`src/shared/ecsr_map.vh`:
```
// register map, field layout, reset values and timing constants
// for the endpoint identifier register bank.
// assumes a 25 MHz register clock and word-aligned byte addresses.
//
// Functional notes
// - reserved fields of base-high, identifier and lock words read zero
// - base-high bits 30..15 hold address bits 66..51 only in 66-bit mode
// - base-high bits 14..0 hold address bits 50..36 in 50 and 66-bit modes
// - base-low bit 31 reserved in 34-bit mode, address bit 35 otherwise
// - base-low bits 30..0 hold low address bits down to bit 4
// - identifier bits 23..16: writable small node id, resets to all ones
// - identifier bits 15..0: writable wide node id, resets to all ones
// - host owner id is write-once until reset
// - software tag is a full 32-bit read/write word, reset zero
// - block header bits 31..16 are a constant next-block pointer
// - header kind bits 15..0: 1 endpoint, 2 assisted recovery, 3 switch
// - link time-out word at 1120h, count in bits 31..8, low byte zero
// - link time-out lasts count ticks of 205 ns rounded up to 6 cycles (240 ns), zero disables the timer
`ifndef ECSR_MAP_VH
`define ECSR_MAP_VH

// ***************************************************************
// register offsets (byte addresses)
// ***************************************************************
`define ECSR_OFS_BASE_HIGH   16'h1058
`define ECSR_OFS_BASE_LOW    16'h105C
`define ECSR_OFS_NODE_ID     16'h1060
`define ECSR_OFS_HOST_LOCK   16'h1068
`define ECSR_OFS_SW_TAG      16'h106C
`define ECSR_OFS_BLK_HEADER  16'h1100
`define ECSR_OFS_LINK_TO     16'h1120
`define ECSR_OFS_LINK_STAT   16'h1130

// ***************************************************************
// reset values
// ***************************************************************
`define ECSR_RST_BASE        32'h00000000
`define ECSR_RST_SMALL_ID    8'hFF
`define ECSR_RST_WIDE_ID     16'hFFFF
`define ECSR_RST_HOST_ID     16'h0FFF
`define ECSR_RST_SW_TAG      32'h00000000
`define ECSR_RST_LINK_TO     24'hFFFFFF

// ***************************************************************
// hard-wired header contents
// ***************************************************************
`define ECSR_NEXT_BLOCK_PTR  16'h0000
`define ECSR_KIND_ENDPOINT   16'h0001
`define ECSR_KIND_ASSISTED   16'h0002
`define ECSR_KIND_SWITCH     16'h0003

// ***************************************************************
// addressing modes and field masks
// ***************************************************************
`define ECSR_MODE_34         3'h1
`define ECSR_MODE_50         3'h2
`define ECSR_MODE_66         3'h4
`define ECSR_HI_MASK_66      32'h7FFFFFFF
`define ECSR_HI_MASK_50      32'h00007FFF
`define ECSR_LO_MASK_34      32'h7FFFFFFF
`define ECSR_LO_MASK_WIDE    32'hFFFFFFFF
`define ECSR_ZERO_WORD       32'h00000000

// ***************************************************************
// link time-out timing
// ***************************************************************
`define ECSR_TICK_NS         205
`define ECSR_CLK_NS          40
`define ECSR_TICK_CYC        ((`ECSR_TICK_NS + `ECSR_CLK_NS - 1) / `ECSR_CLK_NS)
`define ECSR_ONE_CNT         24'h000001
`define ECSR_ZERO_CNT        24'h000000
`define ECSR_ZERO_DIV        3'h0

`endif

```
`src/logic/ecsr_bank.v`:
```
// endpoint identifier and link time-out register bank.
// assumes a single-cycle strobe master on mclk and an addressing mode
// input driven by logic in the same clock domain.
//
// Added by the designer: the plain strobed port.
`timescale 1ns/10ps
`include "ecsr_map.vh"

module ecsr_bank (
   // clock and reset
   input  wire        mclk,
   input  wire        reset,
   // register port
   input  wire [15:0] addr,
   input  wire [31:0] wr_data,
   input  wire        wr_stb,
   input  wire        rd_stb,
   output reg  [31:0] rd_data_ff,
   // element configuration
   input  wire [2:0]  addr_mode,
   input  wire        wide_id_supported,
   input  wire [15:0] feature_block_kind,
   // link event timing
   input  wire        link_evt_start,
   input  wire        link_evt_done,
   output reg         link_timeout_ff,
   // register contents toward the element
   output reg  [31:0] config_space_base_high_ff,
   output reg  [31:0] config_space_base_low_ff,
   output reg  [7:0]  small_node_id_ff,
   output reg  [15:0] wide_node_id_ff,
   output reg  [15:0] host_owner_id_ff,
   output reg         host_locked_ff,
   output reg  [31:0] software_unit_tag_ff,
   output reg  [23:0] link_timeout_count_ff
);

   // ***************************************************************
   // decode
   // ***************************************************************
   wire sel_hi   = (addr == `ECSR_OFS_BASE_HIGH);
   wire sel_lo   = (addr == `ECSR_OFS_BASE_LOW);
   wire sel_id   = (addr == `ECSR_OFS_NODE_ID);
   wire sel_lock = (addr == `ECSR_OFS_HOST_LOCK);
   wire sel_tag  = (addr == `ECSR_OFS_SW_TAG);
   wire sel_head = (addr == `ECSR_OFS_BLK_HEADER);
   wire sel_to   = (addr == `ECSR_OFS_LINK_TO);
   wire sel_stat = (addr == `ECSR_OFS_LINK_STAT);

   // ***************************************************************
   // addressing-mode masks
   // ***************************************************************
   reg [31:0] hi_mask;
   reg [31:0] lo_mask;

   always @* begin
      case (addr_mode)
         `ECSR_MODE_66: begin
            hi_mask = `ECSR_HI_MASK_66;
            lo_mask = `ECSR_LO_MASK_WIDE;
         end
         `ECSR_MODE_50: begin
            hi_mask = `ECSR_HI_MASK_50;
            lo_mask = `ECSR_LO_MASK_WIDE;
         end
         default: begin
            // reserved encodings act as the narrowest mode
            hi_mask = `ECSR_ZERO_WORD;
            lo_mask = `ECSR_LO_MASK_34;
         end
      endcase
   end

   // ***************************************************************
   // writable registers
   // ***************************************************************
   always @(posedge mclk or posedge reset) begin
      if (reset) begin
         config_space_base_high_ff <= `ECSR_RST_BASE;
         config_space_base_low_ff  <= `ECSR_RST_BASE;
         small_node_id_ff          <= `ECSR_RST_SMALL_ID;
         wide_node_id_ff           <= `ECSR_RST_WIDE_ID;
         host_owner_id_ff          <= `ECSR_RST_HOST_ID;
         host_locked_ff            <= 1'b0;
         software_unit_tag_ff      <= `ECSR_RST_SW_TAG;
         link_timeout_count_ff     <= `ECSR_RST_LINK_TO;
      end else if (wr_stb) begin
         // reserved and mode-hidden bits are dropped
         if (sel_hi) begin
            config_space_base_high_ff <= wr_data & hi_mask;
         end
         if (sel_lo) begin
            config_space_base_low_ff <= wr_data & lo_mask;
         end
         if (sel_id) begin
            small_node_id_ff <= wr_data[23:16];
            wide_node_id_ff  <= wr_data[15:0];
         end
         // only the first write after reset sticks
         if (sel_lock && !host_locked_ff) begin
            host_owner_id_ff <= wr_data[15:0];
            host_locked_ff   <= 1'b1;
         end
         if (sel_tag) begin
            software_unit_tag_ff <= wr_data;
         end
         if (sel_to) begin
            link_timeout_count_ff <= wr_data[31:8];
         end
      end
   end

   // ***************************************************************
   // link time-out timer
   // ***************************************************************
   // one tick per 205 ns, rounded up to whole cycles; a count of n
   // therefore expires after n ticks, never early
   reg  [2:0]  div_ff;
   reg  [23:0] left_ff;
   reg         run_ff;
   reg         expired_ff;
   reg  [2:0]  nxt_div;
   reg  [23:0] nxt_left;
   reg         nxt_run;
   reg         nxt_timeout;
   wire        tick = run_ff && (div_ff == (`ECSR_TICK_CYC - 1));

   always @* begin
      nxt_div     = div_ff;
      nxt_left    = left_ff;
      nxt_run     = run_ff;
      nxt_timeout = 1'b0;
      if (link_evt_done) begin
         nxt_run = 1'b0;
         nxt_div = `ECSR_ZERO_DIV;
      end else if (link_evt_start) begin
         // zero count keeps the timer idle
         nxt_run  = (link_timeout_count_ff != `ECSR_ZERO_CNT);
         nxt_left = link_timeout_count_ff;
         nxt_div  = `ECSR_ZERO_DIV;
      end else if (run_ff) begin
         if (tick) begin
            nxt_div = `ECSR_ZERO_DIV;
            if (left_ff == `ECSR_ONE_CNT) begin
               nxt_run     = 1'b0;
               nxt_timeout = 1'b1;
            end
            nxt_left = left_ff - `ECSR_ONE_CNT;
         end else begin
            nxt_div = div_ff + 3'h1;
         end
      end
   end

   always @(posedge mclk or posedge reset) begin
      if (reset) begin
         div_ff          <= `ECSR_ZERO_DIV;
         left_ff         <= `ECSR_ZERO_CNT;
         run_ff          <= 1'b0;
         link_timeout_ff <= 1'b0;
         expired_ff      <= 1'b0;
      end else begin
         div_ff          <= nxt_div;
         left_ff         <= nxt_left;
         run_ff          <= nxt_run;
         link_timeout_ff <= nxt_timeout;
         // sticky; a new expiry wins over a clear in the same cycle
         if (nxt_timeout) begin
            expired_ff <= 1'b1;
         end else if (wr_stb && sel_stat && wr_data[0]) begin
            expired_ff <= 1'b0;
         end
      end
   end

   // ***************************************************************
   // read path
   // ***************************************************************
   reg [31:0] nxt_rd;

   always @* begin
      nxt_rd = `ECSR_ZERO_WORD;
      case (1'b1)
         sel_hi:   nxt_rd = config_space_base_high_ff & hi_mask;
         sel_lo:   nxt_rd = config_space_base_low_ff & lo_mask;
         sel_id:   nxt_rd = {8'h00, small_node_id_ff,
                             wide_node_id_ff};
         sel_lock: nxt_rd = {16'h0000, host_owner_id_ff};
         sel_tag:  nxt_rd = software_unit_tag_ff;
         sel_head: nxt_rd = {`ECSR_NEXT_BLOCK_PTR,
                             feature_block_kind};
         sel_to:   nxt_rd = {link_timeout_count_ff, 8'h00};
         sel_stat: nxt_rd = {28'h0000000, wide_id_supported,
                             host_locked_ff, run_ff, expired_ff};
         default:  nxt_rd = `ECSR_ZERO_WORD;
      endcase
   end

   // data stands only in the cycle after the strobe
   always @(posedge mclk or posedge reset) begin
      if (reset) begin
         rd_data_ff <= `ECSR_ZERO_WORD;
      end else if (rd_stb) begin
         rd_data_ff <= nxt_rd;
      end else begin
         rd_data_ff <= `ECSR_ZERO_WORD;
      end
   end

endmodule

```
`config.mk`:
```
export PLATFORM = sky130hd
export DESIGN_NAME = ecsr_bank
export DESIGN_NICKNAME = d
export VERILOG_FILES = /design/src/logic/ecsr_bank.v
export VERILOG_INCLUDE_DIRS = /design/src /design/src/shared
export SDC_FILE = /design/constraint.sdc
export NUM_CORES = 1
export LEC_CHECK = 0
export BUFFER_PORTS_ARGS = -buffer_cell sky130_fd_sc_hd__buf_2
export CAP_MARGIN = 5
export CORE_ASPECT_RATIO = 0.7
export CORE_MARGIN = 3
export CORE_UTILIZATION = 46
export CTS_BUF_LIST = sky130_fd_sc_hd__clkbuf_16
export CTS_CLUSTER_SIZE = 28
export DETAILED_ROUTE_END_ITERATION = 8
export PLACE_DENSITY = 0.71
export REMOVE_ABC_BUFFERS = 1
export SYNTH_ARGS = -nofsm -noshare
export SYNTH_HDL_FRONTEND = slang
export SYNTH_SLANG_ARGS = --single-unit
```
`constraint.sdc`:
```
create_clock -name mclk -period 17.4 [get_ports mclk]
set_clock_uncertainty 0.15 [all_clocks]
set_input_delay 3.48 -clock mclk [delete_from_list [all_inputs] [get_ports mclk]]
set_output_delay 3.48 -clock mclk [all_outputs]
set_load 0.05 [all_outputs]
```
==> summary.md <==
| Metric | Value |
|---|---|
| Simple-gate area share of the yosys netlist | `11.4%` |
| Worst-case register-to-register setup slack | `14.78 ns` |
| Run status | `finished clean` |
| Final-layout setup total negative slack | `0 ns` |
| Type of the worst setup path | `in -> reg` |
| Placed wire-length estimate after detailed placement | `22900 um` |
| Post-synthesis adder-cell area fraction | `0.469%` |
| Deepest level of the CTS H-tree | `1` |
| Hold WC Path Type | `reg -> reg` |
| Async set or reset register ratio after synthesis | `100%` |
| FF-to-FF path depth | `5` |
| Worst hold path stage count | `1` |
| TritonCTS clock tree | `yes` |
| Most common flop cell mapped by yosys | `sky130_fd_sc_hd__dfrtp_1` |
| Register bit count reported by yosys | `222` |
| Peak fanout along the critical path | `19` |
| Synthesized area per cell | `11.3 um^2` |
| Routed wire length | `34700 um` |
| Max Freq | `159 MHz` |
| Floorplan row count | `45` |
| Register clock-pin slew on the reported worst setup and hold paths | `0.07 ns` |
| Power share of the clock group | `43.0%` |
| Part of the Yosys area used for sequential elements | `52.7%` |
| Footprint of the flip-flops and latches | `5630 um^2` |
| Delay of the slowest critical-path stage | `1.00 ns` |
| Distinct cell type count after synthesis | `71` |
| Detailed Route Iter0 Violations | `841` |
| Share of the synthesized area in compound gates (AO/OA/AOI/OAI) | `15.9%` |
| Overall fraction of global-route tracks in use | `27.1%` |
| End of the worst register-to-register path | `left_ff[20]$_DFFE_PP0P_` |
| Global-route wire length before repair | `53600 um` |
| Net switching share of the total power | `25.3%` |
| Area occupied by multi-input gates | `4600 um^2` |
| Crit path time final | `6.29 ns` |
| Netlist area before placement | `10700 um^2` |
| Count of hold buffers inserted by post-cts repair | `0` |
| Internal | `0.000847 W` |
| Initial core utilization | `48.0%` |
| Leak | `6.28 nW` |
| Hold Vio Cnt, Final | `0` |
| Area fraction of the dominant cell type after synthesis | `38.0%` |
| Sequential fraction of design power | `48.2%` |
| Cell count after synthesis | `948` |
| Critical register-to-register path startpoint | `left_ff[7]$_DFFE_PP0P_` |
| Root buffer selected by CTS | `sky130_fd_sc_hd__clkbuf_16` |
| Power Dens Cells | `87.6 nW/um^2` |
| Number of detailed-routing iterations run before antenna repair | `5` |
| Series of cell instances along the critical path | `buf_2, or4b_1, nor4_4, buf_4, and2_1, a221oi_1, a211oi_1` |
| Start point of the worst min-delay path | `expired_ff$_DFFE_PP0P_` |
| Vias per inst | `6.08` |
| Initial antenna violation count | `1` |
| Kind of launch point of the worst setup path | `input pin` |
| Max-slew headroom at the worst pin | `17.0%` |
| Maximum number of pins on one net before global-route repair | `147` |
| Largest family of logic cells by synthesized area | `compound AO/OA/AOI/OAI gates` |
| N_diodes | `0` |
| Required time of the worst setup path | `17.66 ns` |
| Leading cell types by total area after synthesis | `sky130_fd_sc_hd__dfrtp_1 38%, sky130_fd_sc_hd__dfstp_2 15%, sky130_fd_sc_hd__mux2_2 14%, sky130_fd_sc_hd__o21ai_0 2.8%, sky130_fd_sc_hd__a21oi_1 2.3%` |
| Reported net switching power | `0.000287 W` |
| DR vias | `9148` |
| Pins over their slew limit | `0` |
| Multiplexer share of the synthesized area | `15.0%` |
| Portion of total power attributed to combinational logic | `8.8%` |
| Number of synthesized flops with an enable pin | `0` |
| Fin crit share | `36.1%` |
| Layout Nets | `1261` |
| Xor/xnor cell area share of the yosys netlist | `0.0820%` |
| Top cell type by total area after synthesis | `sky130_fd_sc_hd__dfrtp_1` |
| Number of setup buffers added after CTS | `0` |
| Signed area change from the synthesized netlist to the final layout | `21.1%` |
| Final ANT Viol Nets | `0` |
| Average detailed-routed wire length per instance | `23.1 um` |
| Number of ports placed on the die boundary | `268` |
| Fill cell total of the finished layout | `1933` |
| Final weighted congestion in routability-driven placement | `0.885` |
| Cell with the largest stage delay on the worst path | `sky130_fd_sc_hd__and2_1` |
| Width of the die | `188 um` |
| Type of destination of the critical path | `flip-flop` |
| Max Buffers Root-to-Sink | `3` |
| RSZ-0062 raised after global routing | `false` |
| Congestion Overflow GR | `0` |
| Worst-skew pair later-pin latency | `0.51 ns` |
| Maximum VDD drop | `0.0000559 V` |
| Drt drc | `0` |
| Proportion of layout cells with a drive suffix above 1 | `45.0%` |
| Via count of the first global-routing pass | `8978` |
| Clock buffers created by TritonCTS | `22` |
| Vertical extent of the die | `133 um` |
| Die Area | `25100 um^2` |
| Final hold slack | `0.345 ns` |
| Hold Path End | `expired_ff$_DFFE_PP0P_` |
| Number of warnings printed during yosys synthesis | `0` |
| Number of max-cap violations | `0` |
| Number of buffers added on ports | `266` |
| Area of the core region | `22200 um^2` |
| Final setup violation count | `0` |
| Data arrival time of the critical path | `6.55 ns` |
| Least-Margin Pin Slew | `1.25 ns` |
| Resized Gates After CTS | `0` |
| Number of clock sinks | `222` |
==> cell usage after synthesis, types with 5 or more instances <==
| cell | count |
|---|---|
| sky130_fd_sc_hd__clkbuf_1 | 46 |
| sky130_fd_sc_hd__dfrtp_1 | 162 |
| sky130_fd_sc_hd__a22oi_1 | 18 |
| sky130_fd_sc_hd__nand4_1 | 8 |
| sky130_fd_sc_hd__a32o_1 | 5 |
| sky130_fd_sc_hd__nand3_1 | 49 |
| sky130_fd_sc_hd__a211oi_1 | 20 |
| sky130_fd_sc_hd__buf_2 | 16 |
| sky130_fd_sc_hd__nor4_1 | 18 |
| sky130_fd_sc_hd__a221o_1 | 5 |
| sky130_fd_sc_hd__a21oi_2 | 6 |
| sky130_fd_sc_hd__a32oi_1 | 5 |
| sky130_fd_sc_hd__or4_1 | 6 |
| sky130_fd_sc_hd__mux2i_1 | 9 |
| sky130_fd_sc_hd__a221oi_1 | 13 |
| sky130_fd_sc_hd__a22o_1 | 7 |
| sky130_fd_sc_hd__a222oi_1 | 7 |
| sky130_fd_sc_hd__dfstp_2 | 60 |
| sky130_fd_sc_hd__nor3_1 | 25 |
| sky130_fd_sc_hd__o21a_1 | 11 |
| sky130_fd_sc_hd__mux2_2 | 134 |
| sky130_fd_sc_hd__o21ai_0 | 60 |
| sky130_fd_sc_hd__a21oi_1 | 49 |
| sky130_fd_sc_hd__or3_1 | 7 |
| sky130_fd_sc_hd__nor2_1 | 33 |
| sky130_fd_sc_hd__nand2_1 | 35 |
| sky130_fd_sc_hd__nand2b_1 | 7 |
| sky130_fd_sc_hd__inv_1 | 41 |
| sky130_fd_sc_hd__a211oi_2 | 7 |
==> sequential cells by signal (all words and copies together), names as in the netlist <==
register / cells
left_ff: 24
rd_data_ff: 32
config_space_base_low_ff: 32
host_owner_id_ff: 16
div_ff: 3
link_timeout_ff: 1
expired_ff: 1
config_space_base_high_ff: 31
run_ff: 1
software_unit_tag_ff: 32
link_timeout_count_ff: 24
wide_node_id_ff: 16
host_locked_ff: 1
small_node_id_ff: 8
==> worst max-delay path by stage <==
stage / startpoint / to / slack (ns) / cells past startpoint
2_1_floorplan: reset / config_space_base_high_ff[0]$_DFFE_PP0P_ / 7.79 / 1
3_3_place_gp: addr[13] / config_space_base_low_ff[17]$_DFFE_PP0P_ / 10.66 / 6
3_5_place_dp: addr[13] / config_space_base_low_ff[16]$_DFFE_PP0P_ / 10.63 / 6
4_1_cts: addr[13] / config_space_base_low_ff[8]$_DFFE_PP0P_ / 11.12 / 6
5_1_grt: addr[13] / config_space_base_low_ff[17]$_DFFE_PP0P_ / 11.01 / 6
6_report: addr[13] / rd_data_ff[1]$_DFF_PP0_ / 11.11 / 7
==> cell families (layout without fill, tap and decap cells) <==
kind of cell	count (synthesis)	count (layout)
mux	143	143
other cells	1	1
buf+inv	111	362
simple gates	222	222
compound gates	244	244
xor+xnor	1	1
fa+ha+maj	4	4
flops	222	222
==> worst max-delay path, delay by kind of cell <==
kind	cells	cell delay, ns
compound gates	2	0.57
buf+inv	2	0.40
simple gates	3	2.08
==> power groups by stage <==
stage / Clock (W) / Sequential [W] / Combinational (W)
floorplan: 0 / 0.000551 / 0.0000614
global placement: 0 / 0.000554 / 0.0000964
detailed placement: 0 / 0.000555 / 0.0000985
CTS: 0.000494 / 0.000546 / 0.0000988
global route: 0.000512 / 0.000549 / 0.000111
finish: 0.000487 / 0.000547 / 0.0000996
==> per-layer routing <==
metal,global-route usage (%),vias up,routed length [um]
met2,39.6,503,14800
met5,0,-,12
met1,41.1,4553,15800
met3,6.21,65,3310
li1,-,4025,-
met4,6.12,2,824
==> layout by cell type, fill, tap and decap left out, types with 4 or more instances in the layout <==
cell type / netlist / routed
sky130_fd_sc_hd__nand2_1: 35 / 35
sky130_fd_sc_hd__a21oi_1: 49 / 49
sky130_fd_sc_hd__nand3_1: 49 / 48
sky130_fd_sc_hd__a21oi_2: 6 / 6
sky130_fd_sc_hd__o21ai_0: 60 / 60
sky130_fd_sc_hd__or3_1: 7 / 7
sky130_fd_sc_hd__mux2i_1: 9 / 9
sky130_fd_sc_hd__clkbuf_16: 0 / 23
sky130_fd_sc_hd__a221o_1: 5 / 5
sky130_fd_sc_hd__inv_1: 41 / 47
sky130_fd_sc_hd__nand2b_1: 7 / 7
sky130_fd_sc_hd__a221oi_1: 13 / 13
sky130_fd_sc_hd__ha_1: 4 / 4
sky130_fd_sc_hd__a32oi_1: 5 / 5
sky130_fd_sc_hd__a22o_1: 7 / 7
sky130_fd_sc_hd__buf_4: 1 / 14
sky130_fd_sc_hd__dfstp_2: 60 / 60
sky130_fd_sc_hd__or2_2: 4 / 4
sky130_fd_sc_hd__mux2_2: 134 / 134
sky130_fd_sc_hd__or4_1: 6 / 6
sky130_fd_sc_hd__nor3_1: 25 / 25
sky130_fd_sc_hd__a2111oi_0: 4 / 4
sky130_fd_sc_hd__buf_2: 16 / 266
sky130_fd_sc_hd__a32o_1: 5 / 5
sky130_fd_sc_hd__a211oi_1: 20 / 20
sky130_fd_sc_hd__nand4_1: 8 / 8
sky130_fd_sc_hd__nor2_1: 33 / 31
sky130_fd_sc_hd__nor4_1: 18 / 18
sky130_fd_sc_hd__clkinv_2: 0 / 5
sky130_fd_sc_hd__o21a_1: 11 / 11
sky130_fd_sc_hd__a211oi_2: 7 / 7
sky130_fd_sc_hd__dfrtp_1: 162 / 162
sky130_fd_sc_hd__a222oi_1: 7 / 7
sky130_fd_sc_hd__a22oi_1: 18 / 18
==> stage by stage <==
| step | std cells | setup WS (ns) | cell area (um^2) | util, % | total power, W |
|---|---|---|---|---|---|
| 6_report | 1504 | 11.11 | 12900 | 58.2 | 0.00113 |
| 5_1_grt | 1504 | 11.01 | 12900 | 58.2 | 0.00117 |
| 4_1_cts | 1504 | 11.12 | 12900 | 58.2 | 0.00114 |
| 3_5_place_dp | 1464 | 10.63 | 12200 | 54.9 | 0.000653 |
| 3_3_place_gp | 1464 | 10.66 | 12200 | 54.9 | 0.000651 |
| 2_1_floorplan | 879 | 7.79 | 10400 | - | 0.000613 |
==> cell type report <==
type | instances | area share (%)
Timing Repair Buffer | 280 | 11.1
Clock inverter | 17 | 1.15
Sequential cell | 222 | 43.5
Tap cell | 305 | 2.95
Inverter | 42 | 1.28
Clock buffer | 23 | 4.45
Multi-Input combinational cell | 615 | 35.5
No activity file was read; power rests on OpenSTA's default activity.
